$ cat config.mk
export PLATFORM = sky130hd
export DESIGN_NAME = dbs_sideband
export DESIGN_NICKNAME = d
export VERILOG_FILES = /design/src/dbs_pkg.sv /design/src/dbs_sideband.sv
export VERILOG_INCLUDE_DIRS = /design/src /design/src/src
export SDC_FILE = /design/constraint.sdc
export NUM_CORES = 1
export LEC_CHECK = 0
export ABC_CLOCK_PERIOD_IN_PS = 4300
export BUFFER_PORTS_ARGS = -buffer_cell sky130_fd_sc_hd__buf_2
export CAP_MARGIN = 30
export CORE_AREA = 4 4 128 130
export CTS_BUF_LIST = sky130_fd_sc_hd__clkbuf_8 sky130_fd_sc_hd__clkbuf_16
export DETAILED_ROUTE_END_ITERATION = 10
export DIE_AREA = 0 0 132 134
export GPL_ROUTABILITY_DRIVEN = 1
export PLACE_DENSITY_LB_ADDON = 0.1
export SETUP_SLACK_MARGIN = 0.4
export SYNTH_ARGS = -nofsm -noshare
export SYNTH_HDL_FRONTEND = slang
export SYNTH_SLANG_ARGS = --single-unit
$ cat constraint.sdc
create_clock -name core_clk -period 4.3 [get_ports core_clk]
set_input_delay 0.645 -clock core_clk [delete_from_list [all_inputs] [get_ports core_clk]]
set_output_delay 0.645 -clock core_clk [all_outputs]
set_load 0.02 [all_outputs]
$ cat src/dbs_map.svh
// Constants for the data-side bus sideband unit
`ifndef DBS_MAP_SVH
`define DBS_MAP_SVH
`define DBS_SIZE_BYTE 2'h0
`define DBS_SIZE_HALF 2'h1
`define DBS_SIZE_WORD 2'h2
`define DBS_SIZE_RSVD 2'h3
`define DBS_VEC_LOW   32'h00000000
`define DBS_VEC_HIGH  32'hFFFF0000
`define DBS_MODE_RST  5'h00
`define DBS_ADDR_RST  32'h00000000
`endif

$ cat src/dbs_pkg.sv
// Types shared by the data-side bus sideband unit
package dbs_pkg;
  // One data access as the pipeline asks for it
  typedef struct packed {
    logic [31:0] addr;
    logic [31:0] wdata;
    logic [1:0]  size;
    logic        write;
    logic        lock;
    logic        seq;
    logic        more;
    logic        priv;
    logic [4:0]  mode;
  } dbs_req_t;
  // Debug halt state
  typedef enum logic {DBS_RUN, DBS_HALT} dbs_state_t;
endpackage : dbs_pkg

$ cat src/dbs_sideband.sv
// Data-side memory interface and sideband control unit
`timescale 1ns/1ps
`include "dbs_map.svh"
module dbs_sideband import dbs_pkg::*; (
  // Clock, resets and wait state enable
  input  wire logic        core_clk,
  input  wire logic        rst,
  input  wire logic        core_reset_n,
  input  wire logic        wait_state_enable,
  // Pipeline side
  input  wire logic        acc_valid,
  input  wire dbs_req_t    acc_req,
  input  wire logic        spec_hint,
  input  wire logic [31:0] spec_addr,
  input  wire logic        fiq_mask,
  input  wire logic        irq_mask,
  input  wire logic        debug_exit,
  output logic [31:0]      load_data,
  output logic             load_valid,
  output logic             access_fault,
  output logic             debug_halted,
  output logic             fast_int_pend,
  output logic             normal_int_pend,
  output logic [31:0]      vector_base,
  output logic [31:0]      restart_addr,
  output logic             big_endian,
  output logic             pc_load_compat_off,
  // Configuration straps
  input  wire logic        cfg_byte_order_high,
  input  wire logic        cfg_vector_base_high,
  input  wire logic        cfg_pc_load_compat_off,
  // Data memory pins
  output logic [31:0]      data_addr_bus,
  output logic [31:0]      wdata,
  input  wire logic [31:0] rdata,
  output logic             data_request_n,
  output logic             data_dir_write,
  output logic [1:0]       data_access_size,
  output logic             data_bus_locked,
  output logic             data_burst_continues,
  output logic             data_sequential,
  output logic             data_speculative_n,
  output logic             data_privileged,
  output logic [4:0]       data_cpu_mode,
  input  wire logic        data_access_fault_in,
  input  wire logic        data_watch_halt_in,
  // Interrupt pins
  input  wire logic        fast_int_req_n,
  input  wire logic        normal_int_req_n,
  output logic             fast_int_masked,
  output logic             normal_int_masked
);

  // Registers
  logic        req_n_q, spec_n_q, dir_q, lock_q, more_q, seq_q, priv_q;
  logic [1:0]  size_q;
  logic [4:0]  mode_q;
  logic [31:0] addr_q, wdata_q, load_q;
  logic        load_v_q, fault_q, fmask_q, imask_q;
  logic        big_q, hivec_q, ltoff_q, in_rst_q;
  dbs_state_t  state_q, state_d;

  // Decode of what advances this cycle
  wire         adv      = wait_state_enable;
  wire         running  = (state_q == DBS_RUN);
  wire         issue    = adv & acc_valid & running;
  // Request wins over hint so both strobes never fall together
  wire         spec_go  = adv & spec_hint & running & ~issue;
  wire         in_data  = ~req_n_q;
  wire         rd_done  = adv & in_data & ~dir_q;
  wire         any_done = adv & (in_data | ~spec_n_q);

  // Reserved size code is never let onto the pins
  wire [1:0]   size_ok  = (acc_req.size == `DBS_SIZE_RSVD) ?
                          `DBS_SIZE_WORD : acc_req.size;

  // Write lanes: replicating narrow data suits both byte orders
  wire [31:0]  wd_byte  = {4{acc_req.wdata[7:0]}};
  wire [31:0]  wd_half  = {2{acc_req.wdata[15:0]}};
  wire [31:0]  wd_lane  = (size_ok == `DBS_SIZE_BYTE) ? wd_byte :
                          (size_ok == `DBS_SIZE_HALF) ? wd_half :
                          acc_req.wdata;

  // Read lane select follows the strapped byte order and the address offset of the access in flight
  wire [1:0]   off      = addr_q[1:0];
  wire [1:0]   lane_b   = big_q ? ~off : off;
  wire         lane_h   = big_q ? ~off[1] : off[1];
  wire [7:0]   rd_byte  = rdata[{lane_b, 3'h0} +: 8];
  wire [15:0]  rd_half  = rdata[{lane_h, 4'h0} +: 16];
  wire [31:0]  rd_val   = (size_q == `DBS_SIZE_BYTE) ? {24'h000000, rd_byte} :
                          (size_q == `DBS_SIZE_HALF) ? {16'h0000, rd_half} :
                          rdata;

  // Watchpoint sampled at the end of a request cycle
  wire         wpt_hit  = adv & in_data & data_watch_halt_in;

  // Interrupts are taken straight in; the source is already synchronous
  wire         fiq_ign  = fmask_q | ~running;
  wire         irq_ign  = imask_q | ~running;

  // Debug halt state machine
  always_comb begin
    state_d = state_q;
    case (state_q)
      DBS_RUN:  if (wpt_hit) state_d = DBS_HALT;
      DBS_HALT: if (debug_exit) state_d = DBS_RUN;
      default:  state_d = DBS_RUN;
    endcase
  end

  // Pin qualifiers, set at end of cycle for the next cycle
  always_ff @(posedge core_clk or negedge core_reset_n) begin
    if (!core_reset_n) begin
      req_n_q  <= 1'b1;
      spec_n_q <= 1'b1;
      dir_q    <= 1'b0;
      lock_q   <= 1'b0;
      more_q   <= 1'b0;
      seq_q    <= 1'b0;
      priv_q   <= 1'b1;
      size_q   <= `DBS_SIZE_WORD;
      mode_q   <= `DBS_MODE_RST;
      addr_q   <= `DBS_ADDR_RST;
      wdata_q  <= 32'h00000000;
    end else if (rst) begin
      req_n_q  <= 1'b1;
      spec_n_q <= 1'b1;
      dir_q    <= 1'b0;
      lock_q   <= 1'b0;
      more_q   <= 1'b0;
      seq_q    <= 1'b0;
      priv_q   <= 1'b1;
      size_q   <= `DBS_SIZE_WORD;
      mode_q   <= `DBS_MODE_RST;
      addr_q   <= `DBS_ADDR_RST;
      wdata_q  <= 32'h00000000;
    end else if (adv) begin
      req_n_q  <= ~issue;
      spec_n_q <= ~spec_go;
      if (issue) begin
        addr_q   <= acc_req.addr;
        dir_q    <= acc_req.write;
        size_q   <= size_ok;
        lock_q   <= acc_req.lock;
        more_q   <= acc_req.more;
        seq_q    <= acc_req.seq;
        priv_q   <= acc_req.priv;
        mode_q   <= acc_req.mode;
        if (acc_req.write) begin
          wdata_q <= wd_lane;
        end
      end else begin
        // Lock and burst only describe a real access
        lock_q <= 1'b0;
        more_q <= 1'b0;
        seq_q  <= 1'b0;
        if (spec_go) begin
          addr_q <= spec_addr;
          dir_q  <= 1'b0;
        end
      end
    end
  end

  // Completion of the access in flight, plus halt state
  always_ff @(posedge core_clk or negedge core_reset_n) begin
    if (!core_reset_n) begin
      load_q   <= 32'h00000000;
      load_v_q <= 1'b0;
      fault_q  <= 1'b0;
      state_q  <= DBS_RUN;
    end else if (rst) begin
      load_q   <= 32'h00000000;
      load_v_q <= 1'b0;
      fault_q  <= 1'b0;
      state_q  <= DBS_RUN;
    end else begin
      load_v_q <= rd_done & ~data_access_fault_in;
      // Speculative probes come back aborted, so flag them too
      fault_q  <= any_done & data_access_fault_in;
      if (rd_done) begin
        load_q <= rd_val;
      end
      state_q  <= state_d;
    end
  end

  // Interrupt mask outputs
  always_ff @(posedge core_clk or negedge core_reset_n) begin
    if (!core_reset_n) begin
      fmask_q <= 1'b1;
      imask_q <= 1'b1;
    end else if (rst) begin
      fmask_q <= 1'b1;
      imask_q <= 1'b1;
    end else if (adv) begin
      fmask_q <= fiq_mask;
      imask_q <= irq_mask;
    end
  end

  // Straps caught while held in reset; static in operation
  always_ff @(posedge core_clk) begin
    in_rst_q <= rst | ~core_reset_n;
    if (in_rst_q) begin
      big_q   <= cfg_byte_order_high;
      hivec_q <= cfg_vector_base_high;
      ltoff_q <= cfg_pc_load_compat_off;
    end
  end

  // Pin and pipeline outputs
  assign data_addr_bus        = addr_q;
  assign wdata                = wdata_q;
  assign data_request_n       = req_n_q;
  assign data_speculative_n   = spec_n_q;
  assign data_dir_write       = dir_q;
  assign data_access_size     = size_q;
  assign data_bus_locked      = lock_q;
  assign data_burst_continues = more_q;
  assign data_sequential      = seq_q;
  assign data_privileged      = priv_q;
  assign data_cpu_mode        = mode_q;
  assign load_data            = load_q;
  assign load_valid           = load_v_q;
  assign access_fault         = fault_q;
  assign debug_halted         = (state_q == DBS_HALT);
  assign fast_int_masked      = fiq_ign;
  assign normal_int_masked    = irq_ign;
  assign fast_int_pend        = ~fast_int_req_n & ~fiq_ign;
  assign normal_int_pend      = ~normal_int_req_n & ~irq_ign;
  assign big_endian           = big_q;
  assign pc_load_compat_off   = ltoff_q;
  // Restart address is the reset vector at the chosen base
  assign vector_base          = hivec_q ? `DBS_VEC_HIGH : `DBS_VEC_LOW;
  assign restart_addr         = vector_base;

  // Checks
  a_strobe_exclusive: assert property (@(posedge core_clk)
    disable iff (rst || !core_reset_n) !(!data_request_n && !data_speculative_n))
    else $error("request and speculative low together");

  a_request_issue: assert property (@(posedge core_clk)
    disable iff (rst || !core_reset_n)
    (wait_state_enable && acc_valid && !debug_halted) |=> !data_request_n)
    else $error("request strobe missed an access");

  a_size_legal: assert property (@(posedge core_clk)
    disable iff (rst || !core_reset_n) data_access_size != `DBS_SIZE_RSVD)
    else $error("reserved size code driven");

  a_dir_follows: assert property (@(posedge core_clk)
    disable iff (rst || !core_reset_n)
    (wait_state_enable && acc_valid && !debug_halted)
    |=> data_dir_write == $past(acc_req.write))
    else $error("direction does not match access");

  a_stall_holds: assert property (@(posedge core_clk)
    disable iff (rst || !core_reset_n)
    !wait_state_enable |=> $stable(data_addr_bus) && $stable(data_request_n))
    else $error("pins moved during wait state");

  a_lock_mode: assert property (@(posedge core_clk)
    disable iff (rst || !core_reset_n)
    (wait_state_enable && acc_valid && !debug_halted)
    |=> data_bus_locked == $past(acc_req.lock) && data_cpu_mode == $past(acc_req.mode))
    else $error("lock or mode not carried");

  a_watch_halt: assert property (@(posedge core_clk)
    disable iff (rst || !core_reset_n)
    (wait_state_enable && !data_request_n && data_watch_halt_in)
    |=> debug_halted && data_request_n)
    else $error("watchpoint did not halt");

  a_spec_fault: assert property (@(posedge core_clk)
    disable iff (rst || !core_reset_n)
    (wait_state_enable && !data_speculative_n && data_access_fault_in) |=> access_fault)
    else $error("abort not reported");

  a_fiq_ignored: assert property (@(posedge core_clk)
    disable iff (rst || !core_reset_n) fast_int_masked |-> !fast_int_pend)
    else $error("masked fast interrupt seen as pending");

  a_irq_ignored: assert property (@(posedge core_clk)
    disable iff (rst || !core_reset_n) normal_int_masked |-> !normal_int_pend)
    else $error("masked normal interrupt seen as pending");

  a_fiq_taken: assert property (@(posedge core_clk)
    disable iff (rst || !core_reset_n)
    (!fast_int_req_n && !fast_int_masked) |-> fast_int_pend)
    else $error("unmasked fast interrupt not seen");

  a_irq_taken: assert property (@(posedge core_clk)
    disable iff (rst || !core_reset_n)
    (!normal_int_req_n && !normal_int_masked) |-> normal_int_pend)
    else $error("unmasked normal interrupt not seen");

  a_halt_masks: assert property (@(posedge core_clk)
    disable iff (rst || !core_reset_n)
    debug_halted |-> fast_int_masked && normal_int_masked)
    else $error("interrupt not ignored while halted");

  a_halt_refuse: assert property (@(posedge core_clk)
    disable iff (rst || !core_reset_n)
    (wait_state_enable && debug_halted && acc_valid) |=> data_request_n)
    else $error("access issued while halted");

  // Straps only move under reset, so the outputs must track them
  a_vector_base: assert property (@(posedge core_clk)
    disable iff (rst || !core_reset_n)
    vector_base == (cfg_vector_base_high ? `DBS_VEC_HIGH : `DBS_VEC_LOW))
    else $error("vector base does not follow its strap");

  a_restart_vector: assert property (@(posedge core_clk)
    disable iff (rst || !core_reset_n)
    restart_addr == (cfg_vector_base_high ? `DBS_VEC_HIGH : `DBS_VEC_LOW))
    else $error("restart address not the fixed vector");

  a_byte_order: assert property (@(posedge core_clk)
    disable iff (rst || !core_reset_n)
    big_endian == cfg_byte_order_high)
    else $error("byte order does not follow its strap");

  a_ltpc_strap: assert property (@(posedge core_clk)
    disable iff (rst || !core_reset_n)
    pc_load_compat_off == cfg_pc_load_compat_off)
    else $error("load to pc setting does not follow its strap");

  a_spec_addr: assert property (@(posedge core_clk)
    disable iff (rst || !core_reset_n)
    (wait_state_enable && spec_hint && !acc_valid && !debug_halted)
    |=> !data_speculative_n && data_addr_bus == $past(spec_addr))
    else $error("speculative hint or address missing");

  a_idle_release: assert property (@(posedge core_clk)
    disable iff (rst || !core_reset_n)
    (wait_state_enable && !acc_valid) |=> data_request_n && !data_bus_locked)
    else $error("request or lock held without an access");

  a_seq_more: assert property (@(posedge core_clk)
    disable iff (rst || !core_reset_n)
    (wait_state_enable && acc_valid && !debug_halted)
    |=> data_sequential == $past(acc_req.seq) && data_burst_continues == $past(acc_req.more))
    else $error("sequential or burst flag not carried");

  a_priv_addr: assert property (@(posedge core_clk)
    disable iff (rst || !core_reset_n)
    (wait_state_enable && acc_valid && !debug_halted)
    |=> data_privileged == $past(acc_req.priv) && data_addr_bus == $past(acc_req.addr))
    else $error("privilege or address not carried");

  a_read_done: assert property (@(posedge core_clk)
    disable iff (rst || !core_reset_n)
    (wait_state_enable && !data_request_n && !data_dir_write && !data_access_fault_in)
    |=> load_valid)
    else $error("clean read not reported");

  a_fault_read: assert property (@(posedge core_clk)
    disable iff (rst || !core_reset_n)
    (wait_state_enable && !data_request_n && data_access_fault_in)
    |=> access_fault && !load_valid)
    else $error("aborted access not reported");

endmodule : dbs_sideband

# [Yosys cells after proc, flatten, opt, wreduce, memory -nomap -nowiden]
# Index checks and enable logic that the tools add are counted.
[totals] ff_bits=119 in_bits=156 output_inout_bits=183
[classes] n_eq_ne=3 shift=2 mux=54 n_bitwise=31 n_reduce_logical=10
[op_table] cell="$mux W32" n=15
[op_table] cell="$shiftx A32 B6 Y16" n=1
[op_table] cell="$shiftx A32 B6 Y8" n=1
[op_table] cell="$mux W1" n=30
[op_table] cell="$mux W5" n=3
[op_table] cell="$and A1 B1 Y1" n=13
[op_table] cell="$not A1 Y1" n=13
[op_table] cell="$mux W2" n=5
[op_table] cell="$reduce_bool A2 Y1" n=4
[op_table] cell="$eq A2 B1 Y1 const B" n=2
[op_table] cell="$logic_not A2 Y1" n=2
[op_table] cell="$or A1 B1 Y1" n=4
[op_table] cell="$reduce_and A2 Y1" n=2
[op_table] cell="$reduce_and A3 Y1" n=1
[op_table] cell="$reduce_bool A3 Y1" n=1
[op_table] cell="$eq A2 B2 Y1 const B" n=1
[op_table] cell="$not A2 Y2" n=1
[op_table] cell="$pmux W1 S2" n=1

# [Logic depth before layout (Yosys ltp)]
# Gate-level depths: netlist of run 1.
[logic_depth] ltp_word=9 mapped_depth=7 mapped_depth_nobuf=4

# [Worst setup path before layout of run 1]
# OpenSTA, ideal clock, no wires.
[synth_path] path_kind="in2reg" from="input rst" to="register load_q[1], in the netlist load_data[1]" setup_ps=87 t_arrival_ps=1767 required_ps=4213 path_slack_ps=2447 stages=6 n_path_buf=2 cell_sequence="buf_6 > nor4b_4 > buf_6 > nand3_1 > mux2_2 > o211ai_1"
[synth_between] elab_chain_len=1 elab_cells_between_ends=2 classes_between="1 x mux; 1 x reduce/logical"
[synth_rtl] element="start: declaration" line_no="dbs_sideband.sv:7" text="input wire logic rst,"
[synth_rtl] element="$mux W32 or $reduce_bool A2 Y1 (tied branches)"
[synth_rtl] element="end signal: assignment" line_no="dbs_sideband.sv:182" text="load_q <= rd_val;"
[synth_rtl] element="end: declaration" line_no="dbs_sideband.sv:58" text="logic [31:0] addr_q, wdata_q, load_q;"
# Several ways; a longest one is shown, not always the timed one.
# A chain may end at the register's enable or synchronous reset.

# [Worst setup path after layout of run 1]
[layout_path] from="input rst" to="register load_q[30], in the netlist load_data[30]"
# Same word-level chain as after synthesis.

==> reports/metrics.cfg, run 1 <==
[grt]
grt-ovfl-total=0
antenna_found_initial=2
gr-usage-all-layers_pct=21.9
grt_pass1_wl_microns=30700
grt_pass1_vias=5645
grt_max_degree=61

[status]
status=finished, final reports clean

[drt]
via_per_inst=5.21
first_pass_iters=4
wl_microns=19800
drc=0
vias=5570
antenna_left=0
wire_per_inst_microns=18.5
drtIter0Drc=377

[timing]
slew_headroom_pct=39.7
setup_tns_ns=0
fmax_mhz=430
rsz0062_at_grt=no
tightest_slew_ns=0.900
whs_ns=0.290
drv_slew=0
setup_viol=0
hold_violations=0
fin_crit_ns=2.33
fin_crit_sh_pct=54.1
fin_skew_ns=0.00597

[synth]
ys_ff_latch=119
synth_edf_count=3
ys_seq_area_share_pct=48.5
synthFlopType=dfrtp_1
synth_cell_types=51
syn_area_sq_um=6170
yosysWarningCount=0
synth_cells=611
async_flop_share_pct=96.6
avgSynthCellArea_sq_um=10.1

[final_layout]
drive_gt1_share_pct=42.8
nNetsFinal=1024
post-route-util_pct=53.2
layout_common_cells=buf_2 (305), dfrtp_1 (109), nor2_1 (49)
syn2layout_area_growth_pct=30.6
mostFrequentLayoutCell=buf_2

[worst_setup_path]
slowest_delay_ns=0.87
crit_slowest_cell=nor4b_4
cp_max_fo=25
r2r_cells=3
required_ns=4.64
cp-end-kind=flop
critical_path_arrival_ns=2.67
critical_path_class=input port to flop
path_cells=buf_2 > nor4b_4 > and2_1 > a22o_1
cp-start-kind=input port

[die]
die_y_microns=134
die_width_microns=132
ios=339
die-area_sq_um=17700
core_sq_um=15100
rows=45
initial_utilization_pct=40.8

[pwr]
vdd_ir_drop_max_mv=0.267
p_per_area_nw_per_um2=405
power_leakage_nw=4.23

[clock_network]
clock_sinks=119
numCtsBuffers=17
hold_buffers=0
clk_path_buf_depth=2
cts_tree=done
clock_latency_ns=0.42
cts_resized=0
cts_setup_buffers=0
htreeDepth=4
root_buffer=clkbuf_16
clk_pin_slew_ns=0.06

[place]
place_hpwl_microns=14900
place.gp.congestion=0.860
io_buffers=306

[run]
max_cap_viol_count=0

[worst_hold_path]
min_path_type=input port to async pin

==> flip-flops by register name, indices dropped and copies added, names as in the netlist, 2 cells and up <==
signal            cells
data_access_size      2
wdata                32
load_data            32
data_cpu_mode         5
data_addr_bus        32
==> per-layer routing <==
| layer | part of all wire [%] | track usage (%) | vias up |
|---|---|---|---|
| li1 | - | - | 2613 |
| met1 | 41 | 27.7 | 2669 |
| met2 | 49 | 35.9 | 260 |
| met3 | 8.7 | 7.20 | 26 |
| met4 | 1.7 | 6.77 | 2 |
| met5 | 0.10 | 0 | - |
==> cell families after synthesis <==
logic type | after synthesis | synth area share [%]
simple gates | 141 | 10.7
buf+inv | 116 | 11.9
other cells | 1 | 0.0607
flops | 119 | 48.5
mux | 53 | 8.75
xor+xnor | 2 | 0.284
compound gates | 179 | 19.7
==> path summary, 6_finish.rpt <==
| kind | slack [ns] | from | end |
|---|---|---|---|
| max | 1.97 | rst | load_data[30] |
| min in group core_clk | 0.41 | cfg_pc_load_compat_off | pc_load_compat_off |
| min reg2reg | 0.47 | wdata[26] | wdata[26] |
| max in group asynchronous | 3.01 | core_reset_n | data_speculative_n |
| min | 0.29 | core_reset_n | load_data[16] |
| max reg2reg | 2.13 | data_request_n | load_data[30] |
==> power by group <==
| part | switching [mW] | internal (mW) | total [mW] |
|---|---|---|---|
| logic | 0.389 | 0.224 | 0.613 |
| registers | 0.0504 | 1.20 | 1.25 |
| clock network | 0.528 | 0.877 | 1.41 |
| total | 0.968 | 2.30 | 3.27 |
==> cells in the mapped netlist (2+ instances only) <==
cell type  count  share of area (%)
a221oi_1       7               0.99
clkbuf_2       2               0.16
nand3b_1       4               0.49
buf_1          5               0.30
nor3_1         2               0.16
mux2_2         8                1.5
mux2i_1       45                7.3
nand2b_1       4               0.41
a22oi_1       34                4.1
buf_4         69                8.4
nand2_1       46                2.8
o21ai_0       25                2.0
o2111ai_1      2               0.28
a21o_1         2               0.24
dfstp_2        6                2.6
inv_1          7               0.43
nor2b_1        5               0.51
buf_6          3               0.55
or2_2          6               0.61
o22ai_1        8               0.81
edfxtp_1       3                1.5
nor2_1        50                3.0
o211ai_1       6               0.73
o31ai_1        9                1.1
a211o_1        2               0.28
dfrtp_1      109                 44
a21oi_1       46                3.7
clkbuf_1      16               0.97
a22o_1        32                4.5
nand3_1       14                1.1
buf_2         14                1.1
==> cell type report <==
| type | instances | area [sq um] |
|---|---|---|
| fill | 1385 | 7080 |
| sequential | 119 | 3000 |
| multi-input combinational | 407 | 2570 |
| timing repair buffer | 316 | 1650 |
| clock buffer | 19 | 453 |
| tap | 188 | 235 |
| clock inverter | 13 | 133 |
| inverter | 7 | 26.3 |
| antenna | 1 | 2.50 |
==> metrics by stage <==
step	setup slack [ns]	cells	power, mW	cell area (sq um)
finish	1.97	1070	3.27	8060
global route	1.80	1069	3.40	8060
CTS	1.88	1068	3.29	8030
detailed placement	1.58	1036	1.88	7450
global placement	1.51	1034	1.86	7410
floorplan	2.45	642	1.66	6290
==> worst max-delay path: cells and delay by family <==
family | cells | cell delay, ns
AOI/OAI and AO/OA | 1 | 0.23
buffers and inverters | 1 | 0.26
and+or+nand+nor | 2 | 1.52
Note: power is estimated with default switching activity, not from simulation.
==> run 2, diff against run 1 <==
ABC_AREA = 1   (was default)
ABC_CLOCK_PERIOD_IN_PS = 2100   (was 4300)
CORE_AREA = default   (was 4 4 128 130)
CORE_MARGIN = 4   (was default)
CORE_UTILIZATION = 41   (was default)
DIE_AREA = default   (was 0 0 132 134)
clock period = 2.1 ns   (was 4.3 ns; I/O delays follow)
==> reports/metrics.cfg, run 2 <==
[die]
rows=44  ; -2.2%
die_width_microns=131  ; -0.59%
initial_utilization_pct=42.3  ; +1.6 points
die_y_microns=131  ; -2.1%
die-area_sq_um=17200  ; -2.7%
ios=339  ; unchanged
core_sq_um=14700  ; -2.9%

[clock_network]
htreeDepth=4  ; unchanged
root_buffer=clkbuf_16
numCtsBuffers=17  ; unchanged
clock_latency_ns=0.41  ; about the same
clock_sinks=119  ; unchanged
cts_tree=done
clk_pin_slew_ns=0.05  ; about the same
clk_path_buf_depth=2  ; unchanged

[final_layout]
regArea_sq_um=3000  ; unchanged
finalInstanceArea_sq_um=8190  ; +1.6%
fill_cells=1464  ; +5.7%
nNetsFinal=1190  ; +16%
drive_gt1_share_pct=36.5  ; -6.3 points
layout_common_cells=buf_2 (304), nand2_1 (216), dfrtp_1 (109)
multiInputGateArea_sq_um=2480  ; -3.3%
post-route-util_pct=55.7  ; +2.5 points
syn2layout_area_growth_pct=31.6
mostFrequentLayoutCell=buf_2
instances_no_fill=1232  ; +15%

[drt]
via_per_inst=4.85  ; -6.8%
first_pass_iters=5  ; +1
m1WireLength_microns=8310  ; +2.8%
wire_per_inst_microns=16.3  ; -12%
drtIter0Drc=417  ; +11%
top_layer_used=met5
wl_microns=20000  ; +1.4%
vias=5977  ; +7.3%
antenna_left=0  ; unchanged
drc=0  ; unchanged
met3_length_microns=1640  ; -4.7%
route.met2.wl_microns=9540  ; -0.54%

[grt]
grt_pass1_vias=5681  ; +0.64%
grt_max_degree=66  ; +8.2%
grt-ovfl-total=0  ; unchanged
antenna_found_initial=3  ; +1
gr-usage-all-layers_pct=22.3  ; +0.32 points
grt_pass1_wl_microns=30900  ; +0.69%

[synth]
async_flop_share_pct=96.6  ; unchanged
avgSynthCellArea_sq_um=8.16  ; -19%
synth.most_common_cell=nand2_1
syn_area_sq_um=6220  ; +0.81%
synth_area_leaders=dfrtp_1 (44%), nand2_1 (13%), buf_4 (8.4%)
synth_top_area_share_pct=43.8  ; -0.36 points
yosysTopAreaCell=dfrtp_1
ys_ff_latch=119  ; unchanged
synthFlopType=dfrtp_1
synth_edf_count=3  ; unchanged
synth_commonest_cells=nand2_1 (221), dfrtp_1 (109), nand3_1 (74)
synth_cells=763  ; +25%
ys_seq_area_share_pct=48.1  ; -0.39 points
synth_cell_types=33  ; -35%
yosysWarningCount=0  ; unchanged

[worst_setup_path]
critical_path_arrival_ns=1.29  ; -1.38 ns
required_ns=1.78  ; -2.86 ns
critical_path_class=flop to output port
slowest_delay_ns=0.67  ; -0.20 ns
cp_top_family=flip-flops
cp_num_buf_inv=1  ; unchanged
cp-end-kind=output port
path_cells=buf_2
cp-start-kind=flop
cp_max_fo=9  ; -64%
crit_slowest_cell=dfstp_2

[timing]
fin_skew_ns=0.0110  ; +0.00502 ns
drv_slew=0  ; unchanged
fmax_mhz=624
hold_violations=0  ; unchanged
fin_crit_ns=1.60
fin_crit_sh_pct=76.3
rsz0062_at_grt=yes
setup_viol=0  ; unchanged
setup_tns_ns=0  ; unchanged

[place]
io_buffers=306  ; unchanged
placed_area_sq_um=7470  ; +0.37%
place_inst=1192  ; +15%
place_hpwl_microns=14800  ; -0.81%
place.gp.congestion=0.851  ; -1.0%

[pwr]
p_per_area_nw_per_um2=840  ; +110%
power_leakage_nw=4.57  ; +8.0%
total_power_mw=6.88  ; +110%
vdd_ir_drop_max_mv=0.501  ; +88%

[run]
max_cap_viol_count=0  ; unchanged

[worst_hold_path]
min_path_type=input port to flop

[status]
status=finished, final reports clean

-- run 2: cell count changes after synthesis, sizes merged, moves of 8 or more --
cell,before,now
a31oi,0,39
a21oi,47,14
a22o,32,8
nand2,46,224
mux2,8,0
o21ai,25,53
clkbuf,18,5
o31ai,9,0
nand3,15,78
mux2i,45,0
buf,91,99
a22oi,34,0
nor2,51,74
inv,7,36
-- run 2: worst paths after layout --
path	end	slack, ns	cells past startpoint	start
min reg2reg	load_data[4]	0.47	2	load_data[4]
min	hivec_q	0.09	1	cfg_vector_base_high
max reg2reg	load_data[5]	0.54	7	big_endian
min in group asynchronous	load_data[16]	0.37	2	core_reset_n
max in group asynchronous	wdata[12]	0.95	3	core_reset_n
max	data_access_size[1]	0.50	1	data_access_size[1]
-- run 2: report_power, final --
group	internal, mW	switching [mW]
Sequential	2.45	0.0872
Combinational	0.406	0.824
Clock	2.10	1.02
-- run 2: what timing repair did --
item | in CTS | in global routing
gates resized for setup | 0 | 10
pin swaps | 0 | 2
cloned | 0 | 1
endpoints found under the hold margin | 17 | 0
hold buffers | 1 | 0
buffers inserted | 2 | 3
setup endpoints to repair | 32 | 31
-- run 2: cell type report --
| type | instances | share of cell area (%) |
|---|---|---|
| well taps | 184 | 2.81 |
| multi-input cells | 535 | 30.3 |
| clock inverters | 12 | 1.92 |
| flip-flops and latches | 119 | 36.6 |
| repair buffers | 324 | 20.7 |
| diodes | 1 | 0.0305 |
| inverters | 37 | 1.76 |
| clock buffers | 20 | 5.83 |
-- run 2: logic make-up (layout without fill, tap and decap cells) --
| kind of cell | after synthesis | after routing | synth area share (%) |
|---|---|---|---|
| AND/OR/NAND/NOR | 380 | 381 | 26.2 |
| buffers and inverters | 141 | 393 | 14.2 |
| AO/OA/AOI/OAI | 122 | 122 | 11.4 |
| flip-flops | 119 | 119 | 48.1 |
| other | 1 | 33 | 0.0602 |
-- run 2: metrics by stage --
stage	setup WS (ns)	hold slack (ns)
floorplan	0.649	0.0194
global placement	0.479	0.234
detailed placement	0.418	0.240
CTS	0.417	0.0647
global route	0.380	0.0683
finish	0.498	0.0907
-- run 2: metal layers --
metal	track usage, %	vias up
met5	0	-
met2	35.3	271
met4	9.45	4
met1	28.4	2716
met3	6.88	32
li1	-	2954
